===== config.mk =====
export PLATFORM = sky130hd
export DESIGN_NAME = adc_ctrl
export DESIGN_NICKNAME = d
export VERILOG_FILES = /design/src/rtl/adc_ctrl_pkg.sv /design/src/rtl/sample_mem.sv /design/src/rtl/adc_ctrl.sv
export SDC_FILE = /design/constraint.sdc
export NUM_CORES = 1
export LEC_CHECK = 0
export ABC_AREA = 1
export BUFFER_PORTS_ARGS = -buffer_cell sky130_fd_sc_hd__buf_2
export CAP_MARGIN = 20
export CORE_MARGIN = 1
export CORE_UTILIZATION = 25
export DETAILED_ROUTE_END_ITERATION = 16
export MAX_ROUTING_LAYER = met4
export PLACE_DENSITY = 0.42
export SLEW_MARGIN = 40
export SYNTH_ARGS = -nofsm -noshare
export SYNTH_HDL_FRONTEND = slang
export SYNTH_SLANG_ARGS = --single-unit

===== constraint.sdc =====
create_clock -name i_clk_sys -period 9.9 [get_ports i_clk_sys]
set_clock_uncertainty 0.05 [all_clocks]
set_input_delay 1.485 -clock i_clk_sys [delete_from_list [all_inputs] [get_ports i_clk_sys]]
set_output_delay 1.485 -clock i_clk_sys [all_outputs]
set_load 0.02 [all_outputs]

===== src/rtl/adc_ctrl_pkg.sv =====
// Summary of operation
// - The block powers down whenever the sample clock is stopped or slower than 1 MHz.
// - Between 1 MHz and 10 MHz power-down may or may not happen; here a period threshold decides.
// - A power-down set in the mode register three-states the data, over-range and data-ready clock outputs.
// - After reset the loop is active; bypass only when programmed.
// - With the loop active or bypassed, a missing or slow clock forces power-down.
// - Each result leaves as a 14-bit word, msb on the top bit and lsb on the bottom bit.
// - The over-range flag is 1 when the code sits at either full-scale limit, else 0.
// - The four-level format strap picks binary or two's complement and the output clock edge.
// - Outputs are driven while output enable is high and three-stated while it is low.
// - A reset pulse of at least 2 us clears the mode register, the converter and the data outputs.
// - The host writes the mode register over a three-wire serial link.
// - Each conversion starts on the falling edge of the sample clock.
// - Each sample appears on the output 16.5 sample clock cycles after it was captured.
package adc_ctrl_pkg;
    localparam int DATA_W = 14;
    localparam int MODE_W = 16;
    localparam int IRQ_W = 4;
    localparam int CLK_PERIOD_NS = 100;
    // Slow-clock limit as a sample clock period
    localparam int PD_PERIOD_NS = 1000;
    localparam int PD_CYC = PD_PERIOD_NS / CLK_PERIOD_NS;
    // Least reset pulse, rounded up to whole cycles
    localparam int RST_MIN_NS = 2000;
    localparam int RST_MIN_CYC = (RST_MIN_NS + CLK_PERIOD_NS - 1) / CLK_PERIOD_NS;
    // Latency in half sample clock cycles
    localparam int LAT_HALF_CYC = 33;
    localparam int LAT_BACK = LAT_HALF_CYC / 2 + 1;
    localparam int MEM_DEPTH = 32;
    localparam int MEM_AW = 5;
    localparam int PD_BIT_DEF = 0;
    localparam int DLL_OFF_BIT_DEF = 1;
    localparam logic [MODE_W-1:0] MODE_RST = 16'h0000;
    localparam logic [DATA_W-1:0] CODE_MAX = 14'h3fff;
    localparam logic [DATA_W-1:0] CODE_MIN = 14'h0000;
    // Register byte addresses
    localparam logic [7:0] ADDR_MODE = 8'h00;
    localparam logic [7:0] ADDR_STATUS = 8'h04;
    localparam logic [7:0] ADDR_IRQ_STAT = 8'h08;
    localparam logic [7:0] ADDR_IRQ_MASK = 8'h0c;
    localparam logic [7:0] ADDR_SAMPLE = 8'h10;
    // Interrupt bits
    localparam int IRQ_PD_ENTER = 0;
    localparam int IRQ_PD_EXIT = 1;
    localparam int IRQ_OVR = 2;
    localparam int IRQ_SER_WR = 3;
    // Strap fields
    localparam int STRAP_TWOS = 0;
    localparam int STRAP_FALL = 1;
    typedef enum logic [1:0] {ST_RESET, ST_RUN, ST_CLK_PD, ST_PROG_PD} pwr_state_t;
endpackage : adc_ctrl_pkg


===== src/rtl/sample_mem.sv =====
`timescale 1ns/1ns
// Pipeline delay store with registered read port
module sample_mem
    import adc_ctrl_pkg::*;
#(
    parameter int WIDTH = DATA_W,
    parameter int DEPTH = MEM_DEPTH,
    parameter int AW = MEM_AW
)
(
    input wire logic i_clk_sys,
    input wire logic i_rst_n,
    input wire logic i_wr_en,
    input wire logic [AW-1:0] i_wr_addr,
    input wire logic [WIDTH-1:0] i_wr_data,
    input wire logic i_rd_en,
    input wire logic [AW-1:0] i_rd_addr,
    output logic [WIDTH-1:0] o_rd_data
);
    logic [WIDTH-1:0] mem_q [DEPTH];

    // Array kept without reset so it maps onto plain storage
    always_ff @(posedge i_clk_sys)
    begin
        if (i_wr_en)
        begin
            mem_q[i_wr_addr] <= i_wr_data;
        end
    end

    always_ff @(posedge i_clk_sys or negedge i_rst_n)
    begin
        if (!i_rst_n)
        begin
            o_rd_data <= '0;
        end
        else if (i_rd_en)
        begin
            o_rd_data <= mem_q[i_rd_addr];
        end
    end
endmodule : sample_mem


===== src/rtl/adc_ctrl.sv =====
// The register addresses and the APB register port were chosen for this implementation.
`timescale 1ns/1ns
module adc_ctrl
    import adc_ctrl_pkg::*;
#(
    parameter int PD_BIT = PD_BIT_DEF,
    parameter int DLL_OFF_BIT = DLL_OFF_BIT_DEF
)
(
    input wire logic i_clk_sys,
    input wire logic i_arst_n,
    input wire logic i_sample_clk,
    input wire logic [DATA_W-1:0] i_conv_code,
    input wire logic i_output_enable,
    input wire logic i_reset_pin,
    input wire logic [1:0] i_format_polarity_strap,
    input wire logic i_ser_clk,
    input wire logic i_ser_sel_n,
    input wire logic i_ser_data,
    input wire logic i_psel,
    input wire logic i_penable,
    input wire logic i_pwrite,
    input wire logic [7:0] i_paddr,
    input wire logic [31:0] i_pwdata,
    output logic [31:0] o_prdata,
    output logic o_pready,
    output logic o_pslverr,
    output logic [DATA_W-1:0] o_data,
    output logic o_data_oe,
    output logic o_over_range_flag,
    output logic o_ovr_oe,
    output logic o_data_ready_clock,
    output logic o_clk_oe,
    output logic o_power_down,
    output logic o_dll_bypass,
    output logic o_irq
);
    localparam int NSYNC = DATA_W + 8; // Code word rides in the top bits
    logic rst_s1_q, rst_n_q;
    logic [NSYNC-1:0] sync1_q, sync2_q;
    logic sclk_prev_q, serclk_prev_q, sersel_prev_q;
    logic [$clog2(PD_CYC+2)-1:0] per_cnt_q;
    logic [$clog2(RST_MIN_CYC+1)-1:0] rst_cnt_q;
    logic soft_rst_q;
    pwr_state_t state_q, state_d;
    logic [MODE_W-1:0] mode_q, ser_sr_q;
    logic [$clog2(MODE_W+1)-1:0] ser_cnt_q;
    logic [1:0] strap_q;
    logic [MEM_AW-1:0] wptr_q;
    logic [MEM_AW:0] fill_q;
    logic rd_valid_q, ovr_q;
    logic [DATA_W-1:0] rd_data, data_q;
    logic [2:0] sclk_dly_q;
    logic drdy_q;
    logic [IRQ_W-1:0] irq_stat_q, irq_mask_q, irq_ev;
    logic [31:0] prdata_q;

    // Release reset through two flops
    always_ff @(posedge i_clk_sys or negedge i_arst_n)
    begin
        if (!i_arst_n)
        begin
            rst_s1_q <= 1'b0;
            rst_n_q <= 1'b0;
        end
        else
        begin
            rst_s1_q <= 1'b1;
            rst_n_q <= rst_s1_q;
        end
    end

    // Every pin input passes two flops; only the second is read
    always_ff @(posedge i_clk_sys or negedge rst_n_q)
    begin
        if (!rst_n_q)
        begin
            sync1_q <= '0;
            sync2_q <= '0;
        end
        else
        begin
            sync1_q <= {i_conv_code, i_format_polarity_strap, i_ser_data, i_ser_sel_n,
                        i_ser_clk, i_reset_pin, i_output_enable, i_sample_clk};
            sync2_q <= sync1_q;
        end
    end

    wire sclk_s = sync2_q[0];
    wire oe_s = sync2_q[1];
    wire rpin_s = sync2_q[2];
    wire serclk_s = sync2_q[3];
    wire sersel_n_s = sync2_q[4];
    wire serdat_s = sync2_q[5];
    // Code synced with the sample clock so both arrive with the same lag
    wire [DATA_W-1:0] code_s = sync2_q[NSYNC-1:8];
    wire sclk_fall = sclk_prev_q & ~sclk_s;
    wire sclk_rise = ~sclk_prev_q & sclk_s;
    wire ser_rise = ~serclk_prev_q & serclk_s;
    wire ser_end = ~sersel_prev_q & sersel_n_s;
    wire slow_clk = per_cnt_q > ($bits(per_cnt_q))'(PD_CYC);
    wire pd_bit = mode_q[PD_BIT];
    wire ser_wr = ser_end & (ser_cnt_q == ($bits(ser_cnt_q))'(MODE_W));

    // Edge history and slow-clock period counter
    always_ff @(posedge i_clk_sys or negedge rst_n_q)
    begin
        if (!rst_n_q)
        begin
            sclk_prev_q <= 1'b0;
            serclk_prev_q <= 1'b0;
            sersel_prev_q <= 1'b1;
            per_cnt_q <= ($bits(per_cnt_q))'(PD_CYC + 1);
            sclk_dly_q <= '0;
        end
        else
        begin
            sclk_prev_q <= sclk_s;
            serclk_prev_q <= serclk_s;
            sersel_prev_q <= sersel_n_s;
            sclk_dly_q <= {sclk_dly_q[1:0], sclk_s};
            if (sclk_fall)
                per_cnt_q <= '0;
            else if (!slow_clk)
                per_cnt_q <= per_cnt_q + 1'b1; // saturates one past the limit
        end
    end

    // Reset pin must stay high for the full width; shorter glitches are ignored
    always_ff @(posedge i_clk_sys or negedge rst_n_q)
    begin
        if (!rst_n_q)
        begin
            rst_cnt_q <= '0;
            soft_rst_q <= 1'b0;
            strap_q <= '0;
        end
        else
        begin
            strap_q <= sync2_q[7:6];
            if (!rpin_s)
            begin
                rst_cnt_q <= '0;
                soft_rst_q <= 1'b0;
            end
            else if (rst_cnt_q == ($bits(rst_cnt_q))'(RST_MIN_CYC - 1))
                soft_rst_q <= 1'b1;
            else
                rst_cnt_q <= rst_cnt_q + 1'b1;
        end
    end

    // Power state selection, reset pin first, then programmed power-down
    always_comb
    begin
        case (state_q)
            ST_RESET, ST_RUN, ST_CLK_PD, ST_PROG_PD:
            begin
                if (soft_rst_q)
                    state_d = ST_RESET;
                else if (pd_bit)
                    state_d = ST_PROG_PD;
                else if (slow_clk)
                    state_d = ST_CLK_PD;
                else
                    state_d = ST_RUN;
            end
            default: state_d = ST_RESET;
        endcase
    end

    always_ff @(posedge i_clk_sys or negedge rst_n_q)
    begin
        if (!rst_n_q)
            state_q <= ST_RESET;
        else
            state_q <= state_d;
    end

    // Three-wire receiver: shift on clock rise, commit on select release
    always_ff @(posedge i_clk_sys or negedge rst_n_q)
    begin
        if (!rst_n_q)
        begin
            ser_sr_q <= '0;
            ser_cnt_q <= '0;
        end
        else if (sersel_n_s)
            ser_cnt_q <= ser_end ? ser_cnt_q : '0;
        else if (ser_rise)
        begin
            ser_sr_q <= {ser_sr_q[MODE_W-2:0], serdat_s};
            if (ser_cnt_q != ($bits(ser_cnt_q))'(MODE_W))
                ser_cnt_q <= ser_cnt_q + 1'b1;
        end
    end

    wire apb_wr = i_psel & i_penable & i_pwrite;
    wire apb_rd_setup = i_psel & ~i_penable & ~i_pwrite;
    wire addr_ok = (i_paddr == ADDR_MODE) | (i_paddr == ADDR_STATUS) |
                   (i_paddr == ADDR_IRQ_STAT) | (i_paddr == ADDR_IRQ_MASK) |
                   (i_paddr == ADDR_SAMPLE);
    wire wr_mode = apb_wr & (i_paddr == ADDR_MODE);
    wire wr_clr = apb_wr & (i_paddr == ADDR_IRQ_STAT);
    wire wr_mask = apb_wr & (i_paddr == ADDR_IRQ_MASK);
    wire [7:0] status = {2'b00, strap_q, o_dll_bypass, 1'(state_q == ST_RUN),
                         1'(state_q == ST_CLK_PD), 1'(state_q == ST_PROG_PD)};

    // Mode register: serial frame wins over a bus write in the same cycle
    always_ff @(posedge i_clk_sys or negedge rst_n_q)
    begin
        if (!rst_n_q)
            mode_q <= MODE_RST;
        else if (soft_rst_q)
            mode_q <= MODE_RST;
        else if (ser_wr)
            mode_q <= ser_sr_q;
        else if (wr_mode)
            mode_q <= i_pwdata[MODE_W-1:0];
    end

    // Interrupt events; a new event beats a clear in the same cycle
    assign irq_ev[IRQ_PD_ENTER] = (state_d == ST_CLK_PD || state_d == ST_PROG_PD) &&
                                  (state_q == ST_RUN);
    assign irq_ev[IRQ_PD_EXIT] = (state_d == ST_RUN) && (state_q != ST_RUN);
    assign irq_ev[IRQ_OVR] = rd_valid_q && (rd_data == CODE_MAX || rd_data == CODE_MIN);
    assign irq_ev[IRQ_SER_WR] = ser_wr;

    always_ff @(posedge i_clk_sys or negedge rst_n_q)
    begin
        if (!rst_n_q)
        begin
            irq_stat_q <= '0;
            irq_mask_q <= '0;
            prdata_q <= '0;
        end
        else
        begin
            irq_stat_q <= (irq_stat_q & ~(wr_clr ? i_pwdata[IRQ_W-1:0] : '0)) | irq_ev;
            if (wr_mask)
                irq_mask_q <= i_pwdata[IRQ_W-1:0];
            if (apb_rd_setup)
                prdata_q <= (i_paddr == ADDR_MODE) ? 32'(mode_q) :
                            (i_paddr == ADDR_STATUS) ? 32'(status) :
                            (i_paddr == ADDR_IRQ_STAT) ? 32'(irq_stat_q) :
                            (i_paddr == ADDR_IRQ_MASK) ? 32'(irq_mask_q) :
                            (i_paddr == ADDR_SAMPLE) ? 32'(data_q) : 32'h0000_0000;
        end
    end

    // Zero-wait slave; read data was prepared in the setup cycle
    assign o_prdata = prdata_q;
    assign o_pready = 1'b1;
    assign o_pslverr = i_psel & i_penable & ~addr_ok;
    assign o_irq = |(irq_stat_q & irq_mask_q);

    // Capture on the falling sample clock edge, read back the one 16.5 cycles old
    wire run = (state_q == ST_RUN);
    wire cap_en = run & sclk_fall;
    wire rd_en = run & sclk_rise & (fill_q >= ($bits(fill_q))'(LAT_BACK));
    wire [MEM_AW-1:0] rd_addr = wptr_q - MEM_AW'(LAT_BACK);

    sample_mem u_mem (
        .i_clk_sys(i_clk_sys),
        .i_rst_n(rst_n_q),
        .i_wr_en(cap_en),
        .i_wr_addr(wptr_q),
        .i_wr_data(code_s),
        .i_rd_en(rd_en),
        .i_rd_addr(rd_addr),
        .o_rd_data(rd_data)
    );

    // Pipeline pointers restart on reset or any power-down
    always_ff @(posedge i_clk_sys or negedge rst_n_q)
    begin
        if (!rst_n_q)
        begin
            wptr_q <= '0;
            fill_q <= '0;
            rd_valid_q <= 1'b0;
        end
        else
        begin
            rd_valid_q <= rd_en;
            if (!run)
            begin
                wptr_q <= '0;
                fill_q <= '0;
            end
            else if (cap_en)
            begin
                wptr_q <= wptr_q + 1'b1;
                if (fill_q < ($bits(fill_q))'(LAT_BACK))
                    fill_q <= fill_q + 1'b1;
            end
        end
    end

    // Output word and flags; two's complement flips only the msb
    always_ff @(posedge i_clk_sys or negedge rst_n_q)
    begin
        if (!rst_n_q)
        begin
            data_q <= '0;
            ovr_q <= 1'b0;
            drdy_q <= 1'b0;
        end
        else
        begin
            drdy_q <= sclk_dly_q[2] ^ strap_q[STRAP_FALL];
            if (soft_rst_q)
            begin
                data_q <= '0;
                ovr_q <= 1'b0;
            end
            else if (rd_valid_q)
            begin
                data_q <= {rd_data[DATA_W-1] ^ strap_q[STRAP_TWOS],
                           rd_data[DATA_W-2:0]};
                ovr_q <= irq_ev[IRQ_OVR];
            end
        end
    end

    // Pins float when disabled or powered down by the mode bit
    wire drive = oe_s & (state_q != ST_PROG_PD);
    assign o_data = data_q;
    assign o_over_range_flag = ovr_q;
    assign o_data_ready_clock = drdy_q;
    assign o_data_oe = drive;
    assign o_ovr_oe = drive;
    assign o_clk_oe = drive;
    assign o_power_down = (state_q == ST_CLK_PD) | (state_q == ST_PROG_PD);
    assign o_dll_bypass = mode_q[DLL_OFF_BIT];

    property p_slow_pd;
        @(posedge i_clk_sys) disable iff (!rst_n_q)
        slow_clk && !soft_rst_q && !pd_bit |=> state_q == ST_CLK_PD;
    endproperty
    a_slow_pd: assert property (p_slow_pd) else $error("slow clock without power-down");

    property p_run_fast;
        @(posedge i_clk_sys) disable iff (!rst_n_q)
        slow_clk |=> state_q != ST_RUN;
    endproperty
    a_run_fast: assert property (p_run_fast) else $error("running on slow clock");

    property p_prog_pd_float;
        @(posedge i_clk_sys) disable iff (!rst_n_q)
        pd_bit && !soft_rst_q |=> !o_data_oe && !o_ovr_oe && !o_clk_oe;
    endproperty
    a_prog_pd_float: assert property (p_prog_pd_float) else $error("outputs driven in pd");

    property p_dll_default;
        @(posedge i_clk_sys) disable iff (!rst_n_q)
        soft_rst_q |=> !o_dll_bypass;
    endproperty
    a_dll_default: assert property (p_dll_default) else $error("bypass set after reset");

    property p_no_cap_pd;
        @(posedge i_clk_sys) disable iff (!rst_n_q)
        o_power_down |-> !cap_en && !rd_en;
    endproperty
    a_no_cap_pd: assert property (p_no_cap_pd) else $error("conversion in power-down");

    property p_word_fmt;
        @(posedge i_clk_sys) disable iff (!rst_n_q)
        rd_valid_q && !soft_rst_q |=> o_data[DATA_W-2:0] == $past(rd_data[DATA_W-2:0])
            && o_data[DATA_W-1] == ($past(rd_data[DATA_W-1]) ^ $past(strap_q[STRAP_TWOS]));
    endproperty
    a_word_fmt: assert property (p_word_fmt) else $error("output word wrong");

    property p_ovr;
        @(posedge i_clk_sys) disable iff (!rst_n_q)
        rd_valid_q && !soft_rst_q |=> o_over_range_flag ==
            ($past(rd_data) == CODE_MAX || $past(rd_data) == CODE_MIN);
    endproperty
    a_ovr: assert property (p_ovr) else $error("over-range flag wrong");

    property p_oe_low;
        @(posedge i_clk_sys) disable iff (!rst_n_q)
        !sync1_q[1] |=> !o_data_oe;
    endproperty
    a_oe_low: assert property (p_oe_low) else $error("driving with enable low");

    property p_reset_pulse;
        @(posedge i_clk_sys) disable iff (!rst_n_q)
        rpin_s && rst_cnt_q == ($bits(rst_cnt_q))'(RST_MIN_CYC - 1) |=> ##1
            o_data == '0 && mode_q == MODE_RST;
    endproperty
    a_reset_pulse: assert property (p_reset_pulse) else $error("reset pulse not obeyed");

    property p_cap_fall;
        @(posedge i_clk_sys) disable iff (!rst_n_q)
        cap_en |-> $past(sclk_s) && !sclk_s;
    endproperty
    a_cap_fall: assert property (p_cap_fall) else $error("capture off falling edge");

    c_run: cover property (@(posedge i_clk_sys) disable iff (!rst_n_q) rd_valid_q);
    c_ser: cover property (@(posedge i_clk_sys) disable iff (!rst_n_q) ser_wr);
    c_pd: cover property (@(posedge i_clk_sys) disable iff (!rst_n_q)
        state_q == ST_RUN ##1 state_q == ST_CLK_PD);
endmodule : adc_ctrl


======== Word level (Yosys, flattened, before mapping) ========
Memory sizes are Yosys's and may differ from the RTL's. A register that Yosys moved wholly into a read port is not among the register bits.
Index checks and enable logic that the tools add are counted.
word-level totals
  logic and storage cells ................. 145
  bits in writable memories ............... 448
  memories ................................ 1
  output and inout bits ................... 56
  input port bits ......................... 67
  bits in registers ....................... 171
cells by class
  magnitude comparators ................... 3
  eq/ne operators ......................... 22
  reduce and logical (&&, ||, !) cells .... 18
  add/sub/neg operators ................... 6
  multiplexer cells ....................... 34
  bitwise operators ....................... 36
memory list
  memory       depth  width  rd ports  clocked after Yosys merged registers in  write ports  RTL line          text
  u_mem.mem_q  32     14     1         1                                        1            sample_mem.sv:20  logic [WIDTH-1:0] mem_q [DEPTH];
operator list
  cell                                                                                  number
  14-bit two-way mux                                                                    6
  16-bit two-way mux                                                                    4
  5-bit two-way mux                                                                     8
  6-bit two-way mux                                                                     3
  1-bit AND                                                                             17
  8-bit by 4-bit == test with 1-bit output (second input constant)                      2
  5-bit by 1-bit adder with 5-bit output (second input constant)                        3
  14-bit == test (second input constant)                                                1
  14-bit logical NOT                                                                    1
  4-bit two-way mux                                                                     3
  5-bit == test (second input constant)                                                 2
  4-bit AND                                                                             2
  2-bit == test (second input constant)                                                 4
  8-bit by 3-bit == test with 1-bit output (second input constant)                      1
  8-bit by 5-bit == test with 1-bit output (second input constant)                      1
  8-bit logical NOT                                                                     1
  2-bit two-way mux                                                                     4
  2-bit by 1-bit != test with 1-bit output (second input constant)                      4
  2-bit != test (second input constant)                                                 4
  1-bit NOT                                                                             8
  4-bit OR reduction                                                                    2
  6-bit by 1-bit adder with 6-bit output (second input constant)                        1
  6-bit by 5-bit greater-or-equal comparator with 1-bit output (second input constant)  1
  6-bit by 5-bit less-than comparator with 1-bit output (second input constant)         1
  18 further kinds                                                                      35

======== Depth between registers and ports, before layout ========
  depth in word-level cells ............... 9
  mapped depth ............................ 17
  gate-level depth less buffers ........... 12

======== Modules after synthesis ========
A second synthesis with hierarchy kept.
unflattened totals
  cells, all modules ...................... 2304
  area, all modules ....................... 25330.5 um^2
modules (own cells, without submodules)
  module      cells each  seq. area each (um^2)  times used  area each (um^2)
  sample_mem  1578        13803.2                1           18690.4
  adc_ctrl    726         3858.7                 1           6640.1

======== Least setup slack after synthesis ========
No wires, ideal clock.
  path kind ............................... input-to-output
  from .................................... in i_paddr[1]
  to ...................................... out o_pslverr
  data required time ...................... 8.365 ns
  path buffers ............................ 0
  stages .................................. 6
  data arrival time ....................... 2.700 ns
  setup slack ............................. 5.665 ns
  cell sequence ........................... nor2_1 nand2_1 nor2_1 nand2_1 clkinv_1 nor4_1
on the way
  cells in the longest elaborated chain, start to end .. 7
  elaborated cells on any way between the ends .. 11
RTL lines
  item                                                                           RTL line         text
  from (decl)                                                                    adc_ctrl.sv:23   input wire logic [7:0] i_paddr,
  8-bit by 3-bit == test with 1-bit output or 8-bit logical NOT (tied branches)  adc_ctrl.sv:200  wire addr_ok = (i_paddr == ADDR_MODE) | (i_paddr == ADDR_STATUS) |
  1-bit bitwise OR (2 in a row)                                                  adc_ctrl.sv:200
  1-bit bitwise OR                                                               adc_ctrl.sv:201  (i_paddr == ADDR_IRQ_STAT) | (i_paddr == ADDR_IRQ_MASK) |
  1-bit bitwise OR (*)                                                           adc_ctrl.sv:201
  1-bit NOT (*)                                                                  adc_ctrl.sv:254  assign o_pslverr = i_psel & i_penable & ~addr_ok;
  1-bit AND (*)                                                                  adc_ctrl.sv:254
  to (decl)                                                                      adc_ctrl.sv:27   output logic o_pslverr,
Every way passes the cells marked *; elsewhere a longest branch is shown, timed or not.

======== Worst setup path after layout ========
Same ends and word-level chain as after synthesis.

==> flow_summary_export.csv <==
group,metric,value,unit
worst_setup_path,setup.worst_path.end_class,"output port",
die,die_h,323,um
global_routing,global_route_wire_length_before_repair,107000,um
routing,overall_routed_net_length,71200,um
placed_design,dpl_worst_slack,5.36,ns
routing,detail_route.drc_violations,0,
timing,maxClockFrequency,221,MHz
logic_synthesis,synth_seq_area_share,0.685,
cells_and_area,multiInputGateArea,0.00662,mm^2
routing,met2_length,34200,um
timing,final_max_slew_viol_count,0,
routing,firstDrtPassIters,5,
cells_and_area,area.growth.synth_to_final,16.2,%
power_and_ir_drop,p_int,0.00501,W
logic_synthesis,synth_area,0.0258,mm^2
routing,vias_per_cell,4.32,
logic_synthesis,netlist_instances,2462,
cells_and_area,seqCellArea,0.0177,mm^2
placed_design,placement_cell_area,0.0278,mm^2
placed_design,routabilityCongestion,0.852,
timing,layout_setup_ws,5.39,ns
clocking,clock_latency,0.62,ns
die,die_outline_area,0.104,mm^2
worst_setup_path,worst-path-max-fanout,9,
routing,wirelength_met1,32200,um
die,design.portCount,123,
power_and_ir_drop,power.share.sequential,0.361,
clocking,clkSlewWorstSetupHoldPaths,0.06,ns
cells_and_area,fillCellCount,10500,
routing,antenna_violating_nets_post_route,0,
power_and_ir_drop,switchingPower,0.00320,W
placed_design,io_buffer_count,89,
routing,first_iter_violations,1275,
clocking,clock_sinks,616,
logic_synthesis,synth.ff_latch_count,616,
timing,min_period,4.51,ns
logic_synthesis,yosys.area.top_type,"edfxtp_1",
clocking,clock-root-buffer,"clkbuf_16",
routing,routed-wl-met3,3180,um
die,starting_density_of_the_core,0.253,
worst_setup_path,critical_path_buf_inv_count,3,
cells_and_area,post_route_cells_drive_above_1_share,0.105,
logic_synthesis,synth-edff-count,448,
logic_synthesis,post_synth.cell_area_avg,10.5,um^2
worst_setup_path,critPathSlowestCell,"clkinv_1",
timing,setup_tns,0,ns
global_routing,groute.usage.overall,0.141,
power_and_ir_drop,max-vdd-ir-drop,0.181,mV
global_routing,number_of_antenna_violations_at_the_first_check_in_global_routing,3,
power_and_ir_drop,share_comb_of_total_power,0.343,
clocking,cts-buffers-inserted,68,
worst_setup_path,critical-path-top-delay-family,"simple AND/OR/NAND/NOR gates",
clocking,number_of_buffers_on_the_longest_clock_path,3,
worst_setup_path,cp-start-kind,"primary input",
cells_and_area,final_nets,2644,
cells_and_area,fin_area,0.0300,mm^2
timing,finalHoldViolCount,0,
logic_synthesis,synth.yosys.warnings,0,
timing,slew_at_the_pin_closest_to_its_max_slew_limit,0.834,ns
job,cap_violations,0,
power_and_ir_drop,share_clk_of_total_power,0.296,
logic_synthesis,synth_top_flop_cell,"edfxtp_1",
outcome,run_status,"completed",
logic_synthesis,yosys.area.top_type_share,0.522,
placed_design,hpwlAfterDp,41400,um
routing,routed-via-count,17200,
cells_and_area,leading_cell_type_in_the_layout_fill_and_taps_excluded,"nand2_1",
worst_setup_path,critical_path_class,"in2out",
logic_synthesis,synth.top_cells.by_area,"edfxtp_1 (52%), dfrtp_1 (16%), nand2_1 (13%)",
worst_hold_path,hold_class,"reg2async",
clocking,post_cts_buffers,0,
global_routing,first_global_vias,17000,
placed_design,placedCellCount,3862,
clocking,cts_tree,"built",
power_and_ir_drop,p_leak,12.6,nW
timing,setup_repair_after_global_routing_missed_its_margin,"false",
worst_setup_path,required,8.37,ns
logic_synthesis,asr_flop_ratio_synth,0.273,
die,core-area,0.102,mm^2
clocking,htree_levels,3,
routing,dr.max_layer_used,"met4",
die,core.rowCount,117,
timing,setup_violations,0,
power_and_ir_drop,p_sw_frac,0.390,
die,die_width,323,um
worst_setup_path,delay_of_the_slowest_cell_on_the_worst_path,0.41,ns
power_and_ir_drop,report.power.total,0.00821,W
cells_and_area,layout_common_cells,"nand2_1 (875), edfxtp_1 (448), nand3_1 (318)",
global_routing,overflow,0,
routing,detail_route.wl_per_cell,17.8,um
power_and_ir_drop,power-per-cell-area,274,mW/mm^2
clocking,holdBufCountCts,0,
timing,relative_slew_margins,0.444,
clocking,cts_resized,0,
timing,layout_worst_path_cycle_share,0.456,
worst_setup_path,timing.critical_path.cells,"buf_2 > nor2_1 > nand2_1 > nor2_1 > nand2_1 > clkinv_1 > nor4_1 > buf_2",
logic_synthesis,synth.distinct_cells,44,
worst_setup_path,crit_arrival,2.98,ns
cells_and_area,layout.cells.non_filler,3989,
global_routing,grt_max_degree,85,
-- metrics by stage --
stage | hold WS (ns) | util
6_report | 0.272 | 0.294
5_1_grt | 0.284 | 0.294
4_1_cts | 0.280 | 0.294
3_5_place_dp | 0.285 | 0.273
3_3_place_gp | 0.283 | 0.272
2_1_floorplan | 0.281 | -
-- power by group through the flow --
| stage | registers, W | clock network (W) | logic [W] |
|---|---|---|---|
| finish | 0.00297 | 0.00243 | 0.00282 |
| CTS | 0.00297 | 0.00251 | 0.00287 |
| floorplan | 0.00300 | 0 | 0.00188 |
| global placement | 0.00301 | 0 | 0.00285 |
| global route | 0.00298 | 0.00261 | 0.00313 |
| detailed placement | 0.00302 | 0 | 0.00286 |
-- worst reg2reg max path: cells and delay by family (launching register included) --
family / cells / cell delay, ns
AOI/OAI and AO/OA: 1 / 0.10
adders and majority gates: 1 / 0.41
buffers and inverters: 3 / 1.86
DFF: 1 / 0.64
and+or+nand+nor: 6 / 0.80
-- synthesized netlist by cell type (2+ instances only) --
library cell / number
a21oi_1: 26
a2bb2oi_1: 5
buf_1: 8
buf_2: 53
buf_4: 35
buf_6: 5
clkbuf_1: 28
conb_1: 2
dfrtp_1: 164
dfstp_2: 4
edfxtp_1: 448
ha_1: 13
inv_1: 246
inv_2: 6
mux2i_1: 11
nand2_1: 875
nand2_2: 4
nand3_1: 318
nand4_1: 9
nor2_1: 83
nor3_1: 8
o21a_1: 2
o21ai_0: 45
o21ai_1: 5
o22ai_1: 35
o31ai_1: 3
xnor2_1: 2
xor2_1: 3
-- final timing paths --
| kind | endpoint | startpoint | cells past startpoint | slack [ns] |
|---|---|---|---|---|
| worst max register to register | u_mem.o_rd_data[8] | wptr_q[0] | 11 | 5.92 |
| min in group i_clk_sys | strap_q[1] | sync2_q[7] | 0 | 0.28 |
| max in group asynchronous | wptr_q[0] | rst_n_q | 1 | 8.35 |
| worst min register to register | sync1_q[6] | rst_n_q | 0 | 0.27 |
| worst min-delay path | sync1_q[6] | rst_n_q | 0 | 0.27 |
| worst max-delay path | o_pslverr | i_paddr[1] | 8 | 5.39 |
-- metal layers --
layer,GRT usage,vias up
li1,-,8287
met1,0.184,8491
met2,0.227,347
met3,0.0234,108
met4,0.0389,0
met5,-,-
-- state kept, by name, summed over array words and instances (netlist names), 3 cells and up --
name,count
fill_q,6
irq_stat_q,4
sync2_q,22
ser_sr_q,16
per_cnt_q,4
sclk_dly_q,3
o_prdata,16
o_data,14
wptr_q,5
mode_q,16
sync1_q,22
u_mem.mem_q,448
ser_cnt_q,5
irq_mask_q,4
u_mem.o_rd_data,14
rst_cnt_q,5
-- cell type report --
| class | instances | area share |
|---|---|---|
| Antenna cell | 2 | 0.000167 |
| Clock buffer | 100 | 0.0649 |
| Inverter | 253 | 0.0320 |
| Clock inverter | 25 | 0.00560 |
| Timing Repair Buffer | 145 | 0.0294 |
| Sequential cell | 616 | 0.590 |
| Multi-Input combinational cell | 1480 | 0.221 |
| Tap cell | 1368 | 0.0571 |
-- cells by family (layout without fill, tap and decap cells) --
logic type | count (synthesis) | in the layout | synth area share
buffers and inverters | 382 | 523 | 0.0647
and+or+nand+nor | 1307 | 1307 | 0.210
xor gates and xnor gates | 6 | 6 | 0.00233
muxes | 12 | 12 | 0.00471
DFF | 616 | 616 | 0.685
adders and majority gates | 13 | 13 | 0.00631
other | 2 | 20 | 0.000291
AOI/OAI and AO/OA | 124 | 124 | 0.0273
Note: power is estimated with default switching activity, not from simulation.
